**src/pkg/sbt_defs.svh**
```systemverilog
`ifndef SBT_DEFS_SVH
`define SBT_DEFS_SVH

// Register byte offsets on the bus
`define SBT_ADR_CNT_LO 8'h00
`define SBT_ADR_CNT_HI 8'h04
`define SBT_ADR_CTRL 8'h08
`define SBT_ADR_STAT 8'h0c
`define SBT_ADR_GATE 8'h10

// Control register field positions
`define SBT_CTRL_ON 0
`define SBT_CTRL_CS 1
`define SBT_CTRL_SYNC 2
`define SBT_CTRL_OSCEN 3
`define SBT_CTRL_PS_LO 4
`define SBT_CTRL_PS_HI 5
`define SBT_CTRL_GE 6
`define SBT_CTRL_GINV 7

// Status register field positions
`define SBT_STAT_OVF 0
`define SBT_STAT_ARMED 1

// Gate configuration field position
`define SBT_GATE_SRC 0

// Reset values
`define SBT_CTRL_RST 8'h00
`define SBT_GATE_RST 1'b0
`define SBT_CNT_RST 16'h0000

// Counter limits and timing
`define SBT_CNT_MAX 16'hffff
`define SBT_INSTR_LAST 2'h3

`endif

```
**src/pkg/sbt_pkg.sv**
```systemverilog
package sbt_pkg;

  // Which clock feeds the prescaler
  typedef enum logic [1:0] {
    SBT_SRC_INSTR = 2'b00,
    SBT_SRC_PIN = 2'b01,
    SBT_SRC_LPOSC = 2'b10
  } sbt_src_e;

  // Prescale ratio code
  typedef logic [1:0] sbt_ps_t;

endpackage : sbt_pkg

```
**src/rtl/sbt_timer.sv**
```systemverilog
`timescale 1ns/100ps
`include "sbt_defs.svh"

// Notes on behaviour
// - 16-bit up counter, byte writes load directly
// - Source bit 0 instruction clock, 1 external
// - Oscillator bit picks pin or crystal clock
// - Prescaler divides selected clock by 1/2/4/8
// - Prescaler hidden, cleared by counter writes
// - External mode counts rising edges, then prescales
// - Sync bit 0 synchronises, 1 bypasses
// - Falling edge needed before first counted rise
// - Oscillator enable turns crystal on, also sleeping
// - Crystal usable only in LP or internal mode
// - Oscillator on forces pin reads 1 and 0
// - Async external counting survives sleep, wakes on overflow
// - Mode switch may drop or add one count
// - Gate from comparator or gate pin
// - Count tick offered to comparator block
// - Prescale code 00/01/10/11 is 1/2/4/8
// - Timer-on bit 0 stops counting, ignores gate
// - Rollover sets sticky overflow flag
// - Gate enable counts only during active gate level

module sbt_timer (
  // Clock and reset
  input wire logic REF_CLK_I,
  input wire logic RESETN_I,
  // Wishbone slave
  input wire logic WB_CYC_I,
  input wire logic WB_STB_I,
  input wire logic WB_WE_I,
  input wire logic [7:0] WB_ADR_I,
  input wire logic [3:0] WB_SEL_I,
  input wire logic [31:0] WB_DAT_I,
  output logic [31:0] WB_DAT_O,
  output logic WB_ACK_O,
  // Count and gate sources
  input wire logic EXTERNAL_COUNT_INPUT_I,
  input wire logic LOW_POWER_CRYSTAL_CLOCK_I,
  input wire logic GATE_INPUT_PIN_I,
  input wire logic CMP_OUT_I,
  // System state
  input wire logic SLEEP_I,
  input wire logic SYS_LP_OR_INTOSC_I,
  // Oscillator pin views from the port logic
  input wire logic OSC_PIN_A_DIRECTION_I,
  input wire logic OSC_PIN_B_DIRECTION_I,
  input wire logic OSC_PIN_A_DATA_I,
  input wire logic OSC_PIN_B_DATA_I,
  // Oscillator and pin read values
  output logic LOW_POWER_OSC_ENABLE_O,
  output logic OSC_PIN_A_DIRECTION_O,
  output logic OSC_PIN_B_DIRECTION_O,
  output logic OSC_PIN_A_DATA_O,
  output logic OSC_PIN_B_DATA_O,
  // Events and status
  output logic OVERFLOW_FLAG_O,
  output logic WAKE_O,
  output logic COUNT_TICK_O
);

  // Control bits
  logic [7:0] ctrl; // Control register
  logic [7:0] next_ctrl;
  logic gate_source; // 1 selects comparator as gate
  logic next_gate_source;
  logic timer_on;
  logic clock_source_select;
  logic sync_bypass;
  logic low_power_osc_enable;
  sbt_pkg::sbt_ps_t prescale_select;
  logic gate_enable;
  logic gate_invert;

  // Bus decode
  logic bus_req; // Request present, not yet answered
  logic bus_wr; // Write takes effect at this edge
  logic next_ack;
  logic [31:0] next_dat;
  logic wr_lo; // Low count byte written
  logic wr_hi; // High count byte written
  logic wr_ctrl;
  logic wr_stat;
  logic wr_gate;
  logic cnt_write; // Either count byte written

  // Front end
  sbt_pkg::sbt_src_e src; // Selected source
  logic src_level; // Raw external level chosen
  logic sync_a; // Synchroniser stage one
  logic sync_b; // Synchroniser stage two
  logic prev; // Previous selected level
  logic armed; // Falling edge seen since last disarm
  logic next_sync_a;
  logic next_sync_b;
  logic next_prev;
  logic next_armed;
  logic sel_level; // Level used for edge detect
  logic rise;
  logic fall;
  logic [1:0] q_cnt; // Instruction clock phase
  logic [1:0] next_q_cnt;
  logic instr_tick;
  logic raw_tick;
  logic gate_active;
  logic count_allow;
  logic ps_tick; // Prescaled count enable

  // Counter and events
  logic [15:0] count; // Live counter
  logic [15:0] next_count;
  logic overflow_flag;
  logic next_overflow_flag;
  logic rollover;
  logic next_wake;
  logic next_tick_out;
  logic next_dir_a;
  logic next_dir_b;
  logic next_data_a;
  logic next_data_b;

  // Field split of the control register
  assign timer_on = ctrl[`SBT_CTRL_ON];
  assign clock_source_select = ctrl[`SBT_CTRL_CS];
  assign sync_bypass = ctrl[`SBT_CTRL_SYNC];
  assign low_power_osc_enable = ctrl[`SBT_CTRL_OSCEN];
  assign prescale_select = ctrl[`SBT_CTRL_PS_HI:`SBT_CTRL_PS_LO];
  assign gate_enable = ctrl[`SBT_CTRL_GE];
  assign gate_invert = ctrl[`SBT_CTRL_GINV];
  // Bus strobes; the answer comes one cycle after the request
  assign bus_req = WB_CYC_I & WB_STB_I & ~WB_ACK_O;
  // Writes act on the edge where ack is high, as the master expects
  assign bus_wr = WB_CYC_I & WB_STB_I & WB_WE_I & WB_ACK_O & WB_SEL_I[0];
  assign wr_lo = bus_wr & (WB_ADR_I == `SBT_ADR_CNT_LO);
  assign wr_hi = bus_wr & (WB_ADR_I == `SBT_ADR_CNT_HI);
  assign wr_ctrl = bus_wr & (WB_ADR_I == `SBT_ADR_CTRL);
  assign wr_stat = bus_wr & (WB_ADR_I == `SBT_ADR_STAT);
  assign wr_gate = bus_wr & (WB_ADR_I == `SBT_ADR_GATE);
  assign cnt_write = wr_lo | wr_hi;

  // Bus answer and read mux; unmapped reads return zero
  always_comb
  begin
    next_ack = bus_req;
    next_dat = WB_DAT_O;
    if (bus_req)
    begin
      unique case (WB_ADR_I)
        `SBT_ADR_CNT_LO: next_dat = {24'h000000, count[7:0]};
        `SBT_ADR_CNT_HI: next_dat = {24'h000000, count[15:8]};
        `SBT_ADR_CTRL: next_dat = {24'h000000, ctrl};
        `SBT_ADR_STAT: next_dat = {30'h00000000, armed, overflow_flag};
        `SBT_ADR_GATE: next_dat = {31'h00000000, gate_source};
        default: next_dat = 32'h00000000;
      endcase
    end
  end

  // Bus registers
  always_ff @(posedge REF_CLK_I)
  begin
    if (!RESETN_I)
    begin
      WB_ACK_O <= 1'b0;
      WB_DAT_O <= 32'h00000000;
    end
    else
    begin
      WB_ACK_O <= next_ack;
      WB_DAT_O <= next_dat;
    end
  end

  // Control and gate configuration next values
  always_comb
  begin
    next_ctrl = ctrl;
    next_gate_source = gate_source;
    if (wr_ctrl)
    begin
      next_ctrl = WB_DAT_I[7:0];
    end
    if (wr_gate)
    begin
      next_gate_source = WB_DAT_I[`SBT_GATE_SRC];
    end
  end

  // Control registers
  always_ff @(posedge REF_CLK_I)
  begin
    if (!RESETN_I)
    begin
      ctrl <= `SBT_CTRL_RST;
      gate_source <= `SBT_GATE_RST;
    end
    else
    begin
      ctrl <= next_ctrl;
      gate_source <= next_gate_source;
    end
  end

  // Source choice; the crystal only counts when the system oscillator allows it
  always_comb
  begin
    if (!clock_source_select)
    begin
      src = sbt_pkg::SBT_SRC_INSTR;
    end
    else if (low_power_osc_enable && SYS_LP_OR_INTOSC_I)
    begin
      src = sbt_pkg::SBT_SRC_LPOSC;
    end
    else
    begin
      src = sbt_pkg::SBT_SRC_PIN;
    end
  end
  assign src_level = (src == sbt_pkg::SBT_SRC_LPOSC) ? LOW_POWER_CRYSTAL_CLOCK_I : EXTERNAL_COUNT_INPUT_I;
  // Sync path sees the second flop, async path the raw level; flipping
  // the bypass bit jumps between sample ages, so one edge may be lost or doubled.
  assign sel_level = sync_bypass ? src_level : sync_b;
  assign rise = sel_level & ~prev;
  assign fall = ~sel_level & prev;
  assign instr_tick = (q_cnt == `SBT_INSTR_LAST); // Fosc/4

  // Gate: the invert bit makes the gate active high
  assign gate_active = ~((gate_source ? CMP_OUT_I : GATE_INPUT_PIN_I) ^ gate_invert);

  // Counting needs the timer on; during sleep only async external runs
  assign count_allow = timer_on
    & (~gate_enable | gate_active)
    & (~SLEEP_I | (clock_source_select & sync_bypass));

  // Raw tick per source; external rises count only once armed
  always_comb
  begin
    unique case (src)
      sbt_pkg::SBT_SRC_INSTR: raw_tick = instr_tick;
      sbt_pkg::SBT_SRC_PIN: raw_tick = rise & armed;
      sbt_pkg::SBT_SRC_LPOSC: raw_tick = rise & armed;
      default: raw_tick = 1'b0;
    endcase
  end

  // Front-end next values
  always_comb
  begin
    next_sync_a = src_level;
    next_sync_b = sync_a;
    next_prev = sel_level;
    next_armed = armed;
    next_q_cnt = q_cnt + 2'h1;
    if (cnt_write || !timer_on)
    begin
      next_armed = 1'b0;
    end
    else if (fall)
    begin
      next_armed = 1'b1;
    end
  end

  // Front-end registers
  always_ff @(posedge REF_CLK_I)
  begin
    if (!RESETN_I)
    begin
      sync_a <= 1'b0;
      sync_b <= 1'b0;
      prev <= 1'b0;
      armed <= 1'b0;
      q_cnt <= 2'h0;
    end
    else
    begin
      sync_a <= next_sync_a;
      sync_b <= next_sync_b;
      prev <= next_prev;
      armed <= next_armed;
      q_cnt <= next_q_cnt;
    end
  end

  // Prescaler ahead of the counter
  sbt_prescaler #(
    .PS_W(3)
  ) u_prescaler (
    .clk_i(REF_CLK_I),
    .resetn_i(RESETN_I),
    .clear_i(cnt_write),
    .sel_i(prescale_select),
    .tick_i(raw_tick & count_allow),
    .tick_o(ps_tick)
  );
  assign rollover = ps_tick & (count == `SBT_CNT_MAX) & ~cnt_write;
  // Counter, flag and output next values
  always_comb
  begin
    next_count = count;
    next_overflow_flag = overflow_flag;
    if (cnt_write)
    begin
      // A write beats a coincident increment
      if (wr_lo)
      begin
        next_count[7:0] = WB_DAT_I[7:0];
      end
      if (wr_hi)
      begin
        next_count[15:8] = WB_DAT_I[7:0];
      end
    end
    else if (ps_tick)
    begin
      next_count = count + 16'h0001;
    end
    if (wr_stat && WB_DAT_I[`SBT_STAT_OVF])
    begin
      next_overflow_flag = 1'b0; // Write one to clear
    end
    if (rollover)
    begin
      next_overflow_flag = 1'b1;
    end
    next_wake = rollover & SLEEP_I;
    next_tick_out = ps_tick;
    // Oscillator pins read as inputs holding zero while the crystal is on
    next_dir_a = low_power_osc_enable | OSC_PIN_A_DIRECTION_I;
    next_dir_b = low_power_osc_enable | OSC_PIN_B_DIRECTION_I;
    next_data_a = ~low_power_osc_enable & OSC_PIN_A_DATA_I;
    next_data_b = ~low_power_osc_enable & OSC_PIN_B_DATA_I;
  end

  // Counter, flag and output registers
  always_ff @(posedge REF_CLK_I)
  begin
    if (!RESETN_I)
    begin
      count <= `SBT_CNT_RST;
      overflow_flag <= 1'b0;
      WAKE_O <= 1'b0;
      COUNT_TICK_O <= 1'b0;
      OSC_PIN_A_DIRECTION_O <= 1'b0;
      OSC_PIN_B_DIRECTION_O <= 1'b0;
      OSC_PIN_A_DATA_O <= 1'b0;
      OSC_PIN_B_DATA_O <= 1'b0;
    end
    else
    begin
      count <= next_count;
      overflow_flag <= next_overflow_flag;
      WAKE_O <= next_wake;
      COUNT_TICK_O <= next_tick_out;
      OSC_PIN_A_DIRECTION_O <= next_dir_a;
      OSC_PIN_B_DIRECTION_O <= next_dir_b;
      OSC_PIN_A_DATA_O <= next_data_a;
      OSC_PIN_B_DATA_O <= next_data_b;
    end
  end
  // The crystal stays on in sleep; it is never gated by SLEEP_I
  assign LOW_POWER_OSC_ENABLE_O = low_power_osc_enable;
  assign OVERFLOW_FLAG_O = overflow_flag;

endmodule : sbt_timer

```
**src/rtl/sbt_prescaler.sv**
```systemverilog
`timescale 1ns/100ps
`include "sbt_defs.svh"

module sbt_prescaler #(
  parameter int PS_W = 3
) (
  // Clock and reset
  input wire logic clk_i,
  input wire logic resetn_i,
  // Control
  input wire logic clear_i,
  input wire sbt_pkg::sbt_ps_t sel_i,
  // Ticks
  input wire logic tick_i,
  output logic tick_o
);

  logic [PS_W-1:0] cnt; // Hidden from software by design
  logic [PS_W-1:0] next_cnt;
  logic [PS_W-1:0] mask; // Low bits that must all be one

  // Ratio decode: 1, 2, 4 or 8
  always_comb
  begin
    unique case (sel_i)
      2'b00: mask = PS_W'(0);
      2'b01: mask = PS_W'(1);
      2'b10: mask = PS_W'(3);
      2'b11: mask = PS_W'(7);
    endcase
  end

  // Output tick on the last input tick of each group
  assign tick_o = tick_i & ((cnt & mask) == mask);

  // Next value: a counter write clears the prescaler
  always_comb
  begin
    next_cnt = cnt;
    if (clear_i)
    begin
      next_cnt = '0;
    end
    else if (tick_i)
    begin
      next_cnt = cnt + PS_W'(1);
    end
  end

  // Register
  always_ff @(posedge clk_i)
  begin
    if (!resetn_i)
    begin
      cnt <= '0;
    end
    else
    begin
      cnt <= next_cnt;
    end
  end

endmodule : sbt_prescaler

```
**config.mk**
```make
export PLATFORM = sky130hd
export DESIGN_NAME = sbt_timer
export DESIGN_NICKNAME = d
export VERILOG_FILES = /design/src/pkg/sbt_pkg.sv /design/src/rtl/sbt_timer.sv /design/src/rtl/sbt_prescaler.sv
export VERILOG_INCLUDE_DIRS = /design/src /design/src/pkg
export SDC_FILE = /design/constraint.sdc
export NUM_CORES = 1
export LEC_CHECK = 0
export BUFFER_PORTS_ARGS = -buffer_cell sky130_fd_sc_hd__buf_2
export CAP_MARGIN = 40
export CORE_UTILIZATION = 45
export CTS_CLUSTER_SIZE = 30
export DETAILED_ROUTE_END_ITERATION = 7
export GPL_TIMING_DRIVEN = 1
export PLACE_DENSITY = 0.84
export SLEW_MARGIN = 5
export SYNTH_ARGS = -nofsm -noshare
export SYNTH_HDL_FRONTEND = slang
export SYNTH_SLANG_ARGS = --single-unit
```
**constraint.sdc**
```tcl
create_clock -name REF_CLK_I -period 7 [get_ports REF_CLK_I]
set_clock_uncertainty 0.05 [all_clocks]
set_input_delay 1.75 -clock REF_CLK_I [delete_from_list [all_inputs] [get_ports REF_CLK_I]]
set_output_delay 1.75 -clock REF_CLK_I [all_outputs]
set_load 0.005 [all_outputs]
```
==> results of run 1 <==
[metal layers]
metal	part of all wire	track usage	up-vias
met2	0.45	0.339	129
met4	0.016	0.0714	0
met1	0.44	0.308	1211
met3	0.088	0.0393	13
met5	0	0	-
li1	-	-	1241
[layout make-up]
type                            count  area share
Clock buffer                        6      0.0265
Clock inverter                      2      0.0125
Inverter                            7     0.00845
Multi-Input combinational cell    264       0.515
Sequential cell                    50       0.322
Tap cell                           75      0.0302
Timing Repair Buffer               51      0.0857
[worst min-delay path by stage]
stage / end / cells past startpoint / slack [ns]
after CTS: q_cnt[0] / 1 / 0.38
after global placement: q_cnt[0] / 1 / 0.36
after detailed placement: q_cnt[0] / 1 / 0.37
final: q_cnt[0] / 1 / 0.38
after floorplan: q_cnt[0] / 1 / 0.35
after global routing: q_cnt[0] / 1 / 0.42
[cell usage after synthesis (all sizes together), types with 2 or more instances]
cell type,instances,area (µm²)
a21boi,3,22.5
a21o,2,16.3
a21oi,18,90.1
a22oi,7,52.6
a31oi,5,31.3
and2,3,18.8
buf,30,224
clkbuf,7,26.3
dfxtp,50,1000
ha,5,62.6
inv,7,26.3
mux2i,12,120
nand2,47,186
nand2b,2,12.5
nand3,20,113
nand3b,2,15.0
nand4,3,18.8
nor2,32,123
nor2b,2,12.5
nor3,6,35.0
nor3b,2,15.0
nor4,6,73.8
o2111ai,2,17.5
o211a,2,20.0
o211ai,8,60.1
o21a,2,15.0
o21ai,16,80.1
o31a,6,52.6
or2,5,31.3
or2b,2,17.5
or4,3,26.3
[power by group through the flow]
stage / sequential, mW / combinational [mW] / clock (mW)
after floorplan: 0.295 / 0.0291 / 0
after global placement: 0.295 / 0.0356 / 0
after detailed placement: 0.295 / 0.0362 / 0
after CTS: 0.288 / 0.0364 / 0.222
after global routing: 0.289 / 0.0414 / 0.232
final: 0.288 / 0.0369 / 0.218
[cell families after synthesis]
kind of cell | synth area share
AO/OA/AOI/OAI | 0.202
adder cells (fa/ha/maj) | 0.0224
XOR/XNOR | 0.00627
multiplexers | 0.0511
AND/OR/NAND/NOR | 0.259
buffers and inverters | 0.0990
other | 0.00134
flip-flops | 0.358
[flip-flops by register name, summed over array words and instances (netlist names)]
register / cells
count: 16
WB_DAT_O: 8
ctrl: 8
u_prescaler.cnt: 3
q_cnt: 2
COUNT_TICK_O: 1
OSC_PIN_A_DATA_O: 1
OSC_PIN_A_DIRECTION_O: 1
OSC_PIN_B_DATA_O: 1
OSC_PIN_B_DIRECTION_O: 1
OVERFLOW_FLAG_O: 1
WAKE_O: 1
WB_ACK_O: 1
armed: 1
gate_source: 1
next_sync_b: 1
prev: 1
sync_b: 1
==> impl_metrics.tcl, run 1 <==
set metrics [dict create \
    core_um2 5960 \
    critPathLaunchType "primary input" \
    tns_ns 0 \
    grt_overflow 0 \
    yosys.cell_types.count 61 \
    p_switching_mw 0.125 \
    startpoint "SYS_LP_OR_INTOSC_I" \
    fin_hold_ws_ns 0.381 \
    leakagePower_nw 1.23 \
    max_slew_margin 0.546 \
    place.gp.congestion 0.943 \
    place_area_um2 2990 \
    nFillCells 575 \
    path_class "primary input to register" \
    power.density_nw_per_um2 175 \
    io-pin-count 100 \
    die-area_um2 6520 \
    fin_crit_ns 4.07 \
    worst_slack_ns 2.93 \
    syn_avg_cell_area_um2 8.34 \
    swShare 0.230 \
    r2r_slack_ns 3.83 \
    antenna_found_initial 0 \
    htree_levels 2 \
    ctsLongestPathBuffers 2 \
    die_y_um 80.8 \
    fin_area_um2 3110 \
    port_buffers 48 \
    hp-class "register to register" \
    required_ns 7.13 \
    die_w_um 80.8 \
    total_power_mw 0.543 \
    synth_cells 335 \
    dr.pass1.iters 5 \
    worst_pin_slew_ns 0.676 \
    ant_nets 0 \
    yosys_most_used_dff "dfxtp_1" \
    root_buffer "clkbuf_8" \
    pwr-share-comb 0.068 \
    clock_sinks 50 \
    critical_path.top_delay_family "simple AND/OR/NAND/NOR gates" \
    num_vias 2594 \
    yosysSeqAreaShare 0.358 \
    slew_violations 0 \
    wl_um 6910 \
    hpwlAfterDp_um 5240 \
    synth-edff-count 0 \
    outcome "finished, final reports clean" \
    synthArstFlopShare 0 \
    p_seq_frac 0.531 \
    r2r-start "ctrl[3]" \
    grt_pass1_wl_um 11000 \
    utilization 0.522 \
    critPathMaxFanout 16 \
    drc 0 \
    hold_buffers 0 \
    start_util 0.469 \
    intPower_mw 0.418 \
    hold_viol_final 0 \
    cts_tree "done" \
    clkPwrFrac 0.401 \
    cpPeakStageDelay_ns 0.65 \
    ys_warn_count 0 \
    ys_ff_latch 50 \
    path_cells "buf_2, nand3_1, ha_1, nand2_1, o31a_1, nor4_4, nand2_2, o311ai_0, o21ai_0" \
    fp-row-count 28 \
    multi_input_area_um2 1600 \
    setup-violations-final 0 \
    finalCritPeriodShare 0.582 \
    drt_iter0_markers 276 \
    critPathSlowestCell "nor4_4" \
    cp_num_cells 9 \
    layout_commonest_cell "dfxtp_1" \
    setup.worst_path.end_class "register" \
    crit_arrival_ns 4.20 \
    grt_pass1_vias 2276 \
    dp_cells 447 \
    rsz0062_at_grt "false" \
    grt_usage 0.219 \
    cts_made_buffers 5 \
    vdd_drop_max_mv 0.123 \
    dp_slack_ns 2.64 \
    timing.critical_path.buf_inv 1 \
    grt_max_degree 32 \
    final_cell_mix "50 x dfxtp_1, 48 x buf_2, 45 x nand2_1" \
    fin_nets 443 \
    stdcell_count 455 \
    min-delay-start "q_cnt[0]" \
    maxCapViolations 0 \
    ctsResizeCount 0 \
    ff2ff_path_depth 8 \
    avgRoutedWirePerCell_um 15.2 \
    clock_latency_ns 0.31 \
    vias_per_cell 5.70 \
    clkTransAtPathRegs_ns 0.09 \
    antenna_cells 0 \
    r2r_end "count[6]" \
    regArea_um2 1000 \
    postCtsSetupBuffers 0 \
    netlist_area_um2 2790 \
    endpoint "count[6]" \
    drive_gt1_frac 0.216 \
    max_freq_mhz 246 \
    synthToLayoutAreaGrowth_pct 11.4 \
]
Power figures use the tool's default switching activity.
==> run 2, diff against run 1 <==
ABC_AREA = 1   (was unset)
PLACE_DENSITY = 0.86   (was 0.84)
clock period = 3.45 ns   (was 7 ns; I/O delays follow)
==> run 2 against run 1 <==
  * Sequential share of layout area is 1.8 points lower
  * Count of clock-buffer cells in the layout is 1 lower
  * Largest power group unchanged
  * Register-to-register slack worse by 2.7 ns
  * Largest cell class unchanged
  * Global-route usage is 0.91 points lower
  * Highest routed layer unchanged
==> impl_metrics.tcl, run 2 <==
set metrics [dict create \
    max_freq_mhz 400 \
    synthSimpleGateAreaFrac 0.350 \
    slew_violations 0 \
    synth-adder-area-share 0.0208 \
    synth_top_family_by_area "simple AND/OR/NAND/NOR gates" \
    netlist_area_um2 3000 \
    ctsLongestPathBuffers 2 \
    drive_gt1_frac 0.150 \
    grt_overflow 0 \
    max_slew_margin 0.631 \
    clock_sinks 50 \
    yosys.cell_types.count 36 \
    avgRoutedWirePerCell_um 12.4 \
    wl_um 7160 \
    synth_most_common_cell "nand2_1" \
    required_ns 3.60 \
    hpwlAfterDp_um 5530 \
    leakagePower_nw 1.60 \
    tns_ns 0 \
    die-area_um2 7000 \
    regMostFlops "count" \
    largestRegisters "count: 16 flops, WB_DAT_O: 8 flops, ctrl: 8 flops" \
    outcome "finished, final reports clean" \
    ys_ff_latch 50 \
    largest_reg_flops 16 \
    endpoint "count[6]" \
    synth_xor_area_frac 0.0233 \
    fin_nets 565 \
    clock_latency_ns 0.30 \
    muxShareOfSynthArea 0 \
    path_class "primary input to register" \
    cts_made_buffers 5 \
    antenna_found_initial 0 \
    ff2ff_path_depth 13 \
    hold_buffers 0 \
    synth-edff-count 0 \
    crit_arrival_ns 2.65 \
    fp-row-count 29 \
    fin_crit_ns 2.50 \
    start_util 0.470 \
    grt_usage 0.210 \
    setup-violations-final 0 \
    root_buffer "clkbuf_8" \
    synthArstFlopShare 0 \
    hold_viol_final 0 \
    critPathLaunchType "primary input" \
    die_y_um 83.7 \
    worst_pin_slew_ns 0.552 \
    port_buffers 48 \
    synth_compound_area_frac 0.118 \
    maxCapViolations 0 \
    r2r_end "count[6]" \
    drt_iter0_markers 264 \
    place.gp.congestion 0.933 \
    total_power_mw 1.06 \
    fin_hold_ws_ns 0.378 \
    grt_pass1_wl_um 12000 \
    ant_nets 0 \
    layout_commonest_cell "nand2_1" \
    drc 0 \
    core_um2 6390 \
    critPathMaxFanout 22 \
    final_cell_mix "115 x nand2_1, 58 x nor2_1, 50 x dfxtp_1, 50 x inv_1, 48 x buf_2" \
    grt_max_degree 33 \
    setup.worst_path.end_class "register" \
    ctsResizeCount 0 \
    antenna_cells 0 \
    yosys_most_used_dff "dfxtp_1" \
    hp-class "register to register" \
    syn_avg_cell_area_um2 6.58 \
    rsz0062_at_grt "false" \
    synth_area_leaders "dfxtp_1 33%, nand2_1 14%, nor2_1 7.3%" \
    synthToLayoutAreaGrowth_pct 9.80 \
    vias_per_cell 5.07 \
    startpoint "SYS_LP_OR_INTOSC_I" \
    netlist.area_leader.share 0.333 \
    yosysSeqAreaShare 0.333 \
    clkTransAtPathRegs_ns 0.09 \
    vdd_drop_max_mv 0.225 \
    r2r-start "ctrl[1]" \
    nFillCells 636 \
    cts_tree "done" \
    die_w_um 83.7 \
    htree_levels 2 \
    dr.pass1.iters 4 \
    ys_warn_count 0 \
    postCtsSetupBuffers 0 \
    io-pin-count 100 \
    power.density_nw_per_um2 322 \
    r2r_slack_ns 1.16 \
    num_vias 2933 \
    finalCritPeriodShare 0.724 \
    synth_top_area_cell "dfxtp_1" \
    grt_pass1_vias 2734 \
    synth_common_cells "115 x nand2_1, 58 x nor2_1, 50 x dfxtp_1, 50 x inv_1" \
    synth_cells 456 \
]
[run 2: changes by cell type after synthesis, moves of 9 or more]
cell | previous run | this run
a21oi_1 | 18 | 30
nor2_1 | 31 | 58
nand3_1 | 19 | 28
o21ai_0 | 16 | 30
inv_1 | 7 | 50
nand2_1 | 45 | 115
mux2i_1 | 12 | 0
[run 2: logic make-up after synthesis]
group / Yosys count
other: 1
buffers and inverters: 90
AO/OA/AOI/OAI: 67
AND/OR/NAND/NOR: 235
flip-flops: 50
XOR/XNOR: 8
adder cells (fa/ha/maj): 5
[run 2: layout make-up]
type,instances,area [µm²],share of cell area
well taps,77,96.3,0.0292
repair buffers,50,255,0.0774
clock buffers,5,68.8,0.0209
inverters,55,209,0.0634
clock inverters,2,38.8,0.0118
flip-flops and latches,50,1000,0.304
multi-input cells,339,1630,0.494
[run 2: worst min path at each step]
stage,slack [ns],cells after the start,endpoint,start
2_1_floorplan,0.34,2,sync_b,next_sync_b
6_report,0.38,2,sync_b,next_sync_b
3_3_place_gp,0.35,2,sync_b,next_sync_b
4_1_cts,0.38,2,sync_b,next_sync_b
5_1_grt,0.39,2,sync_b,next_sync_b
3_5_place_dp,0.36,2,sync_b,next_sync_b
[run 2: power by group]
part	leakage (nW)	total, mW	internal [mW]	switching (mW)
clock network	0.0542	0.406	0.213	0.193
registers	0.405	0.586	0.584	0.00245
logic	1.14	0.0702	0.0248	0.0454
total	1.60	1.06	0.822	0.240
[run 2: worst max-delay path: stages]
cell and delay, ns:
buf_2 0.12, a21oi_1 0.20, inv_1 0.07, ha_1 0.28
nand2_1 0.05, nor2_1 0.09, nand3_1 0.08, nand2_1 0.14
nand4_4 0.32, nand2_4 0.26, nand2_1 0.07, nand2_1 0.06
nor2_1 0.04
[run 2: per-stage QoR]
| stage | util | area [µm²] | cells | setup WS [ns] |
|---|---|---|---|---|
| 2_1_floorplan | - | 3090 | 479 | 1.18 |
| 3_3_place_gp | 0.499 | 3190 | 571 | 0.746 |
| 3_5_place_dp | 0.499 | 3190 | 571 | 0.672 |
| 4_1_cts | 0.516 | 3300 | 578 | 0.976 |
| 5_1_grt | 0.516 | 3300 | 578 | 0.769 |
| 6_report | 0.516 | 3300 | 578 | 0.953 |
[run 2: layer usage]
metal / up-vias / wire (µm) / GRT usage
met1: 1298 / 3070 / 0.264
met2: 122 / 3350 / 0.337
li1: 1489 / - / -
met3: 24 / 465 / 0.0415
met5: - / 0 / 0
met4: 0 / 267 / 0.117
==> run 3, diff against run 2 <==
ABC_AREA = 0   (was 1)
PLACE_DENSITY = 0.84   (was 0.86)
clock period = 2.5 ns   (was 3.45 ns; I/O delays follow)
==> run 3 against run 2 <==
  * Final cell count down 16%
  * Routed wire length up 7.5%
  * Highest routed layer unchanged
  * Critical path type unchanged
  * Die area down 6.8%
  * Register-to-register slack worse by 1.0 ns
==> impl_metrics.tcl, run 3 (synthesized netlist as in run 1, its figures left out) <==
set metrics [dict create \
    final_cell_mix "49 x dfxtp_1, 48 x buf_2, 43 x nand2_1" \
    layout_commonest_cell "dfxtp_1" \
    drc 0 \
    r2r-start "ctrl[1]" \
    fp-row-count 28 \
    grt_usage 0.245 \
    path_class "primary input to register" \
    clkPwrFrac 0.405 \
    min-delay-start "q_cnt[0]" \
    min_path_cells 1 \
    ctsLongestPathBuffers 2 \
    clock_sinks 50 \
    crit_arrival_ns 2.65 \
    startpoint "WB_ADR_I[7]" \
    core_um2 5960 \
    maxCapViolations 0 \
    htree_levels 2 \
    critPathMostFrequentCell "buf_4" \
    critPathMaxFanout 10 \
    leakagePower_nw 1.41 \
    start_util 0.469 \
    max_slew_margin 0.626 \
    ff2ff_path_depth 9 \
    grt_overflow 0 \
    ant_nets 0 \
    largestRegisters "count: 16 flops, WB_DAT_O: 8 flops, ctrl: 8 flops" \
    path_cells "buf_2, or4_4, nor4_4, buf_4, nand2_4, buf_12, nand3_4, buf_4, o211ai_1, a31oi_1" \
    fin_area_um2 3420 \
    fin_nets 475 \
    swShare 0.240 \
    hp-class "register to register" \
    largest_reg_flops 16 \
    timing.critical_path.buf_inv 4 \
    cts_made_buffers 5 \
    cts_tree "done" \
    regMostFlops "count" \
    power.density_nw_per_um2 453 \
    required_ns 2.70 \
    vdd_drop_max_mv 0.292 \
    die_y_um 80.8 \
    die_w_um 80.8 \
    port_buffers 48 \
    antenna_found_initial 0 \
    outcome "finished, final reports clean" \
    io-pin-count 100 \
    cp_num_cells 10 \
    setup.worst_path.end_class "register" \
    grt_pass1_vias 2579 \
    drive_gt1_frac 0.296 \
    die-area_um2 6520 \
    grt_pass1_wl_um 12300 \
    critPathSlowestCell "or4_4" \
    dp_cells 476 \
    root_buffer "clkbuf_8" \
    finalCritPeriodShare 0.980 \
    nFillCells 533 \
    max_freq_mhz 408 \
    antenna_cells 0 \
    total_power_mw 1.55 \
    p_switching_mw 0.371 \
    rsz0062_at_grt "false" \
    slew_violations 0 \
    fin_crit_ns 2.45 \
    wl_um 7700 \
    num_vias 2766 \
    drt_iter0_markers 270 \
    avgRoutedWirePerCell_um 15.8 \
    worst_pin_slew_ns 0.556 \
    hpwlAfterDp_um 5750 \
    critical_path.top_delay_family "simple AND/OR/NAND/NOR gates" \
    p_seq_frac 0.522 \
    critPathLaunchType "primary input" \
    synthToLayoutAreaGrowth_pct 22.4 \
    vias_per_cell 5.68 \
    place.gp.congestion 0.979 \
    pwr-share-comb 0.074 \
    dr.pass1.iters 6 \
    stdcell_count 487 \
    grt_max_degree 19 \
    place_area_um2 3250 \
    cpPeakStageDelay_ns 0.55 \
    hold_viol_final 0 \
    clock_latency_ns 0.32 \
    intPower_mw 1.18 \
    clkTransAtPathRegs_ns 0.10 \
    setup-violations-final 0 \
]
## run 3: timing repair
item | in CTS | in global routing
hold buffers | 0 | 0
setup buffers | 0 | 3
cloned | 0 | 0
pin swaps | 0 | 3
setup endpoints to repair | 4 | 13
gates resized for setup | 2 | 3
## run 3: power groups by stage
stage | clock network (mW) | logic [mW] | registers, mW
floorplan | 0 | 0.0818 | 0.826
global placement | 0 | 0.108 | 0.826
detailed placement | 0 | 0.111 | 0.826
CTS | 0.628 | 0.112 | 0.808
global route | 0.657 | 0.126 | 0.809
finish | 0.627 | 0.114 | 0.808
## run 3: worst paths after layout
kind | slack [ns] | end
max reg2reg | 0.15 | count[9]
min | 0.38 | q_cnt[0]
min reg2reg | 0.38 | q_cnt[0]
max | 0.05 | count[9]
## run 3: per-layer routing
metal	wire length, µm	vias up	global-route usage
met5	0	-	0
met4	232	0	0.0982
met3	645	33	0.0427
met2	3710	139	0.413
met1	3110	1285	0.309
li1	-	1309	-
## run 3: metrics by stage
step	util	hold WS (ns)	setup slack (ns)	setup TNS, ns
3_5_place_dp	0.546	0.372	-0.436	-5.16
2_1_floorplan	-	0.349	-0.146	-0.864
6_report	0.574	0.381	0.0499	0
4_1_cts	0.568	0.385	0.00796	0
3_3_place_gp	0.546	0.359	-0.376	-4.50
5_1_grt	0.574	0.414	0.00479	0
## run 3: layout make-up
class | instances | area, µm² | area share
clock buffer | 6 | 82.6 | 0.0242
multi-input combinational | 264 | 1650 | 0.484
timing repair buffer | 83 | 519 | 0.152
sequential | 50 | 1000 | 0.293
inverter | 7 | 26.3 | 0.00769
clock inverter | 2 | 38.8 | 0.0114
tap | 75 | 93.8 | 0.0275
